File: config.mk
export PLATFORM = sky130hd
export DESIGN_NAME = tam_top
export DESIGN_NICKNAME = d
export VERILOG_FILES = /design/src/design/tam_pkg.sv /design/src/design/tam_match_if.sv /design/src/design/tam_top.sv /design/src/design/tam_match.sv
export SDC_FILE = /design/constraint.sdc
export NUM_CORES = 1
export LEC_CHECK = 0
export ABC_AREA = 1
export BUFFER_PORTS_ARGS = -buffer_cell sky130_fd_sc_hd__buf_4
export CAP_MARGIN = 20
export CORE_MARGIN = 4
export CORE_UTILIZATION = 35
export CTS_BUF_LIST = sky130_fd_sc_hd__clkbuf_4
export CTS_CLUSTER_DIAMETER = 100
export CTS_CLUSTER_SIZE = 8
export DETAILED_ROUTE_END_ITERATION = 7
export GPL_ROUTABILITY_DRIVEN = 0
export SLEW_MARGIN = 20
export SYNTH_ARGS = -nofsm -noshare
export SYNTH_HDL_FRONTEND = slang
export SYNTH_HIERARCHICAL = 1
export SYNTH_SLANG_ARGS = --single-unit
File: constraint.sdc
create_clock -name clk -period 2.9 [get_ports clk]
set_input_delay 0.435 -clock clk [delete_from_list [all_inputs] [get_ports clk]]
set_output_delay 0.435 -clock clk [all_outputs]
set_load 0.05 [all_outputs]
File: src/design/tam_pkg.sv
// Purpose: Shared constants for the target address match block
// Assumes: Classic Wishbone slave with 32-bit data and byte addresses
// Notes: Three address slots, each in one aligned word
package tam_pkg;
	localparam int TAM_NUM_SLOTS = 3;
	localparam int TAM_ADR_W = 8;
	localparam logic [7:0] TAM_OFS_SLOT0 = 8'h4c;
	localparam logic [7:0] TAM_OFS_SLOT1 = 8'h50;
	localparam logic [7:0] TAM_OFS_SLOT2 = 8'h54;
	localparam int TAM_ADDR_LSB = 0;
	localparam int TAM_ADDR_W = 10;
	localparam int TAM_DIS_BIT = 10;
	localparam int TAM_LEN_BIT = 15;
	localparam logic [9:0] TAM_ADDR_RST = 10'h000;
	localparam logic TAM_LEN_RST = 1'b0;
	localparam logic TAM_DIS0_RST = 1'b0;
	localparam logic TAM_DISN_RST = 1'b1;
	typedef struct packed {
		logic len10;
		logic dis;
		logic [9:0] addr;
	} tam_slot_t;
endpackage

File: src/design/tam_match_if.sv
// Purpose: Carries slot setup and address phase between top and matcher
// Assumes: Same clock on both sides
// Notes: None
`timescale 1ns/1ps
interface tam_match_if;
	import tam_pkg::*;
	tam_slot_t slot [TAM_NUM_SLOTS];
	logic ctrl_role;
	logic addr_valid;
	logic addr_10b;
	logic [9:0] addr_rx;
	logic hit;
	logic miss;
	modport cfg (output slot, ctrl_role, addr_valid, addr_10b, addr_rx, input hit, miss);
	modport match (input slot, ctrl_role, addr_valid, addr_10b, addr_rx, output hit, miss);
endinterface

File: src/design/tam_top.sv
// Purpose: Target address slot registers and address match for an I2C port
// Assumes: Classic Wishbone slave, 32-bit data, byte addresses, clk 200 MHz
// Notes: Unmapped addresses ack with zero data and drop writes
// Contract
// - Length bit selects 7 or 10-bit compare
// - Disable bit removes slot from matching
// - Slot 0 resets enabled, fields zero
// - Slots 1, 2 reset disabled, fields zero
// - 7-bit mode compares field bits 6:0
// - 10-bit mode: nine address bits, r/w LSB
// - Slots count only when controller role is 0
//
// The Wishbone slave port is this design's own decision.
`timescale 1ns/1ps
module tam_top (
	input wire logic clk,
	input wire logic rst,
	input wire logic wb_cyc_i,
	input wire logic wb_stb_i,
	input wire logic wb_we_i,
	input wire logic [tam_pkg::TAM_ADR_W-1:0] wb_adr_i,
	input wire logic [3:0] wb_sel_i,
	input wire logic [31:0] wb_dat_i,
	output logic [31:0] wb_dat_o,
	output logic wb_ack_o,
	input wire logic ctrl_role,
	input wire logic addr_valid,
	input wire logic addr_10b,
	input wire logic [9:0] addr_rx,
	output logic addr_ack,
	output logic addr_nack
);
	import tam_pkg::*;
	tam_slot_t slot_ff [TAM_NUM_SLOTS];
	logic ack_ff;
	logic [31:0] rdat_ff;
	logic req;
	logic [TAM_NUM_SLOTS-1:0] sel_slot;
	logic [31:0] rd_mux;
	tam_match_if mif ();

	////////////////////////////////////////////////////////////////////
	// Decode
	assign req = wb_cyc_i && wb_stb_i && !ack_ff;
	assign sel_slot[0] = wb_adr_i == TAM_OFS_SLOT0;
	assign sel_slot[1] = wb_adr_i == TAM_OFS_SLOT1;
	assign sel_slot[2] = wb_adr_i == TAM_OFS_SLOT2;

	always_comb begin
		rd_mux = 32'h0000_0000;
		for (int i = 0; i < TAM_NUM_SLOTS; i++) begin
			if (sel_slot[i]) begin
				rd_mux[TAM_ADDR_LSB +: TAM_ADDR_W] = slot_ff[i].addr;
				rd_mux[TAM_DIS_BIT] = slot_ff[i].dis;
				rd_mux[TAM_LEN_BIT] = slot_ff[i].len10;
			end
		end
	end

	////////////////////////////////////////////////////////////////////
	// Slot registers; lane 0 holds addr[7:0], lane 1 the rest
	genvar g;
	generate
		for (g = 0; g < TAM_NUM_SLOTS; g++) begin : g_reg
			logic wr;
			assign wr = req && wb_we_i && sel_slot[g];
			always_ff @(posedge clk or posedge rst) begin
				if (rst) begin
					slot_ff[g].addr <= TAM_ADDR_RST;
					slot_ff[g].len10 <= TAM_LEN_RST;
					slot_ff[g].dis <= (g == 0) ? TAM_DIS0_RST : TAM_DISN_RST;
				end else if (wr) begin
					if (wb_sel_i[0]) begin
						slot_ff[g].addr[7:0] <= wb_dat_i[7:0];
					end
					if (wb_sel_i[1]) begin
						slot_ff[g].addr[9:8] <= wb_dat_i[9:8];
						slot_ff[g].dis <= wb_dat_i[TAM_DIS_BIT];
						slot_ff[g].len10 <= wb_dat_i[TAM_LEN_BIT];
					end
				end
			end
		end
	endgenerate

	////////////////////////////////////////////////////////////////////
	// Bus answer: ack one cycle after request, dropped the next
	always_ff @(posedge clk or posedge rst) begin
		if (rst) begin
			ack_ff <= 1'b0;
			rdat_ff <= 32'h0000_0000;
		end else begin
			ack_ff <= req;
			rdat_ff <= req ? rd_mux : 32'h0000_0000;
		end
	end

	assign wb_ack_o = ack_ff;
	assign wb_dat_o = rdat_ff;

	////////////////////////////////////////////////////////////////////
	// Matcher
	assign mif.slot = slot_ff;
	assign mif.ctrl_role = ctrl_role;
	assign mif.addr_valid = addr_valid;
	assign mif.addr_10b = addr_10b;
	assign mif.addr_rx = addr_rx;

	tam_match u_match (
		.clk(clk),
		.rst(rst),
		.mif(mif)
	);

	assign addr_ack = mif.hit;
	assign addr_nack = mif.miss;
endmodule

File: src/design/tam_match.sv
// Purpose: Compares a received address against enabled slots
// Assumes: Address phase strobes come from logic on clk
// Notes: Result is one registered pulse, one cycle after the strobe
`timescale 1ns/1ps
module tam_match (
	input wire logic clk,
	input wire logic rst,
	tam_match_if.match mif
);
	import tam_pkg::*;
	logic [TAM_NUM_SLOTS-1:0] slot_eq;
	logic any_eq;
	logic hit_ff;
	logic miss_ff;
	logic nxt_hit;
	logic nxt_miss;

	////////////////////////////////////////////////////////////////////
	genvar g;
	generate
		for (g = 0; g < TAM_NUM_SLOTS; g++) begin : g_slot
			logic eq7;
			logic eq10;
			assign eq7 = mif.slot[g].addr[6:0] == mif.addr_rx[6:0];
			assign eq10 = mif.slot[g].addr[9:1] == mif.addr_rx[9:1];
			assign slot_eq[g] = !mif.slot[g].dis && (mif.slot[g].len10 == mif.addr_10b) &&
				(mif.slot[g].len10 ? eq10 : eq7);
		end
	endgenerate

	assign any_eq = |slot_eq;
	assign nxt_hit = mif.addr_valid && !mif.ctrl_role && any_eq;
	assign nxt_miss = mif.addr_valid && !mif.ctrl_role && !any_eq;

	////////////////////////////////////////////////////////////////////
	always_ff @(posedge clk or posedge rst) begin
		if (rst) begin
			hit_ff <= 1'b0;
			miss_ff <= 1'b0;
		end else begin
			hit_ff <= nxt_hit;
			miss_ff <= nxt_miss;
		end
	end

	assign mif.hit = hit_ff;
	assign mif.miss = miss_ff;
endmodule

==> summary.txt <==
antenna violations before repair = 0
CP arrival = 2.16 ns
Ant. Diodes = 0
clk slew on worst S/H paths = 0.14 ns
Netlist cell types = 28
kind of critical path = flop to flop
Die Width = 103 um
placed cells = 614
final clock period utilization by the worst path = 0.652
total chip power = 1.27 mW
CP startpoint kind = flop
Top Ports = 97
Worst Skew = 0.00679 ns
unrepaired setup endpoints after global routing = false
# rows = 34
initial drt markers = 159
Die Area = 0.0106 mm^2
CTS buffer count = 5
max cap viols = 0
post-route minimum period = 1.89 ns
Slew headroom = 0.446
# port buffers = 54
Mapped Cells = 455
Routed WL = 8.52 mm
Starting Density = 0.361
syn avg cell area = 6.95 um^2
WL per Instance = 13.7 um
fmax = 529 MHz
H-Tree Depth = 2
total negative slack = 0 ns
Worst setup EP type = flop
Layout Cells excl Fill = 623
clock buffer depth = 2
Hold WS = 0.292 ns
clk_lat worst skew = 0.37 ns
Worst VDD drop = 123 uV
sequential share of the synthesized area = 0.404
Remaining DRCs = 0
Multi-input gate area = 0.00147 mm^2
via count = 2945
Max Fanout on Critical Path = 16
fraction of layout cells with a size suffix above 1 = 0.186
final count of pins violating max slew = 0
Die Span Y = 103 um
CTS tree = yes
endpoints failing setup = 0
vias in the first global route = 2848
core area = 0.00876 mm^2
static leakage = 1.99 nW
CTS Sinks = 51
Post-Syn Area = 0.00316 mm^2
Total GRT Usage = 0.165
CP Data Required Time = 3.17 ns
Via density = 4.73
filler cell count = 920
1st-pass router iterations = 5
Final nets = 576
first-pass GRT wire length = 13.6 mm
overflow left after global routing = 0
post-DP HPWL = 6.20 mm
post-CTS setup buffer count = 0
Root Driver = clkbuf_4
HP Class = input port to flop
#FFs+latches synth = 51
Ys Warns = 6
Sequential Area = 0.00128 mm^2
final number of hold-violating endpoints = 0
Layout area overhead = 16.7%
largest net degree at the start of global routing = 50
Slew @ Worst Pin = 0.830 ns
outcome = finished clean
remaining antenna violation count after routing = 0
Power Dens Cells = 343 mW/mm^2
where the power goes:
group          leakage, nW  total [mW]  switching (mW)  internal [mW]
combinational         1.25       0.223           0.157         0.0664
clock               0.0307       0.321           0.221         0.0998
sequential           0.703       0.722         0.00501          0.717
total                 1.99        1.27           0.383          0.883
logic make-up after synthesis:
family                    Yosys count  synth area share
other                               1           0.00119
and+or+nand+nor                   260             0.364
AOI/OAI and AO/OA                  30            0.0570
buffers and inverters             106             0.154
xor gates and xnor gates            7            0.0194
DFF                                51             0.404
cells in the mapped netlist:
cell type	instances	area (um^2)
nor2_1	23	86.3
or2_0	1	6.26
nor3_1	2	10.0
buf_4	21	158
buf_6	1	11.3
o21ai_1	1	5.00
o21ai_0	17	85.1
inv_1	69	259
nand3b_1	2	15.0
nor2_4	1	11.3
dfrtp_1	49	1230
inv_2	8	30.0
buf_2	3	15.0
xor2_1	2	17.5
nor3b_4	1	18.8
and2_1	1	6.26
nand3_2	5	50.1
a21oi_1	4	20.0
or2_1	1	6.26
dfstp_2	2	52.6
nand3_1	51	255
o21ai_2	8	70.1
xnor2_1	5	43.8
conb_1	1	3.75
nor2_2	3	18.8
nand2_1	156	586
nand4_1	13	81.3
clkbuf_1	4	15.0
cell usage in the layout (no fill, tap or decap), drive strengths merged:
master       instances
a21oi                4
and2                 1
buf                 61
clkbuf               6
clkinv               3
conb                20
dfrtp               49
dfstp                2
dlygate4sd3          1
inv                 76
nand2              156
nand3               56
nand3b               2
nand4               13
nor2                27
nor3                 2
nor3b                1
o21ai               26
or2                  2
xnor2                5
xor2                 2
worst max-delay path, stage by stage (launching register included):
cell     delay [ns]
dfrtp_1        0.44
nor3b_4        0.55
nand3_2        0.50
nand2_1        0.22
o21ai_2        0.06
worst paths after layout:
path | from | endpoint | slack, ns | cells after the start
setup / recovery | wb_ack_o | mif.slot[18] | 1.01 | 4
hold / removal | ctrl_role | u_match/mif.miss | 0.29 | 4
setup reg to reg | wb_ack_o | mif.slot[18] | 1.01 | 4
hold reg to reg | mif.slot[10] | mif.slot[10] | 0.51 | 2
max in group asynchronous | rst | mif.slot[0] | 1.66 | 3
min in group asynchronous | rst | u_match/mif.miss | 0.47 | 3
registers in the layout, summed over array words and instances (netlist names):
name              count
wb_dat_o             12
wb_ack_o              1
u_match/mif.miss      1
u_match/mif.hit       1
mif.slot             36
through the flow:
stage	setup WS (ns)	cell area (um^2)	utilization
after floorplan	1.30	3230	-
after global placement	0.855	3630	0.414
after detailed placement	0.855	3630	0.414
after CTS	1.02	3690	0.421
after global routing	0.873	3690	0.421
final	1.01	3690	0.421
what timing repair did:
action                    in CTS  in global routing
hold endpoints to repair       2                  0
hold buffers                   1                  0
resized for setup              0                  0
metal layers:
layer	up-vias	routed length (um)	GRT usage
li1	1482	-	-
met1	1335	3830	0.226
met2	120	3950	0.262
met3	8	665	0.0311
met4	0	82	0.0518
met5	-	0	0
cell type report:
cell class / instances / area share
Clock inverter: 2 / 0.00203
Clock buffer: 6 / 0.0122
Timing Repair Buffer: 62 / 0.127
Tap cell: 108 / 0.0366
Multi-Input combinational cell: 317 / 0.397
Sequential cell: 51 / 0.346
Inverter: 77 / 0.0786
(Power assumes the default switching activity.)
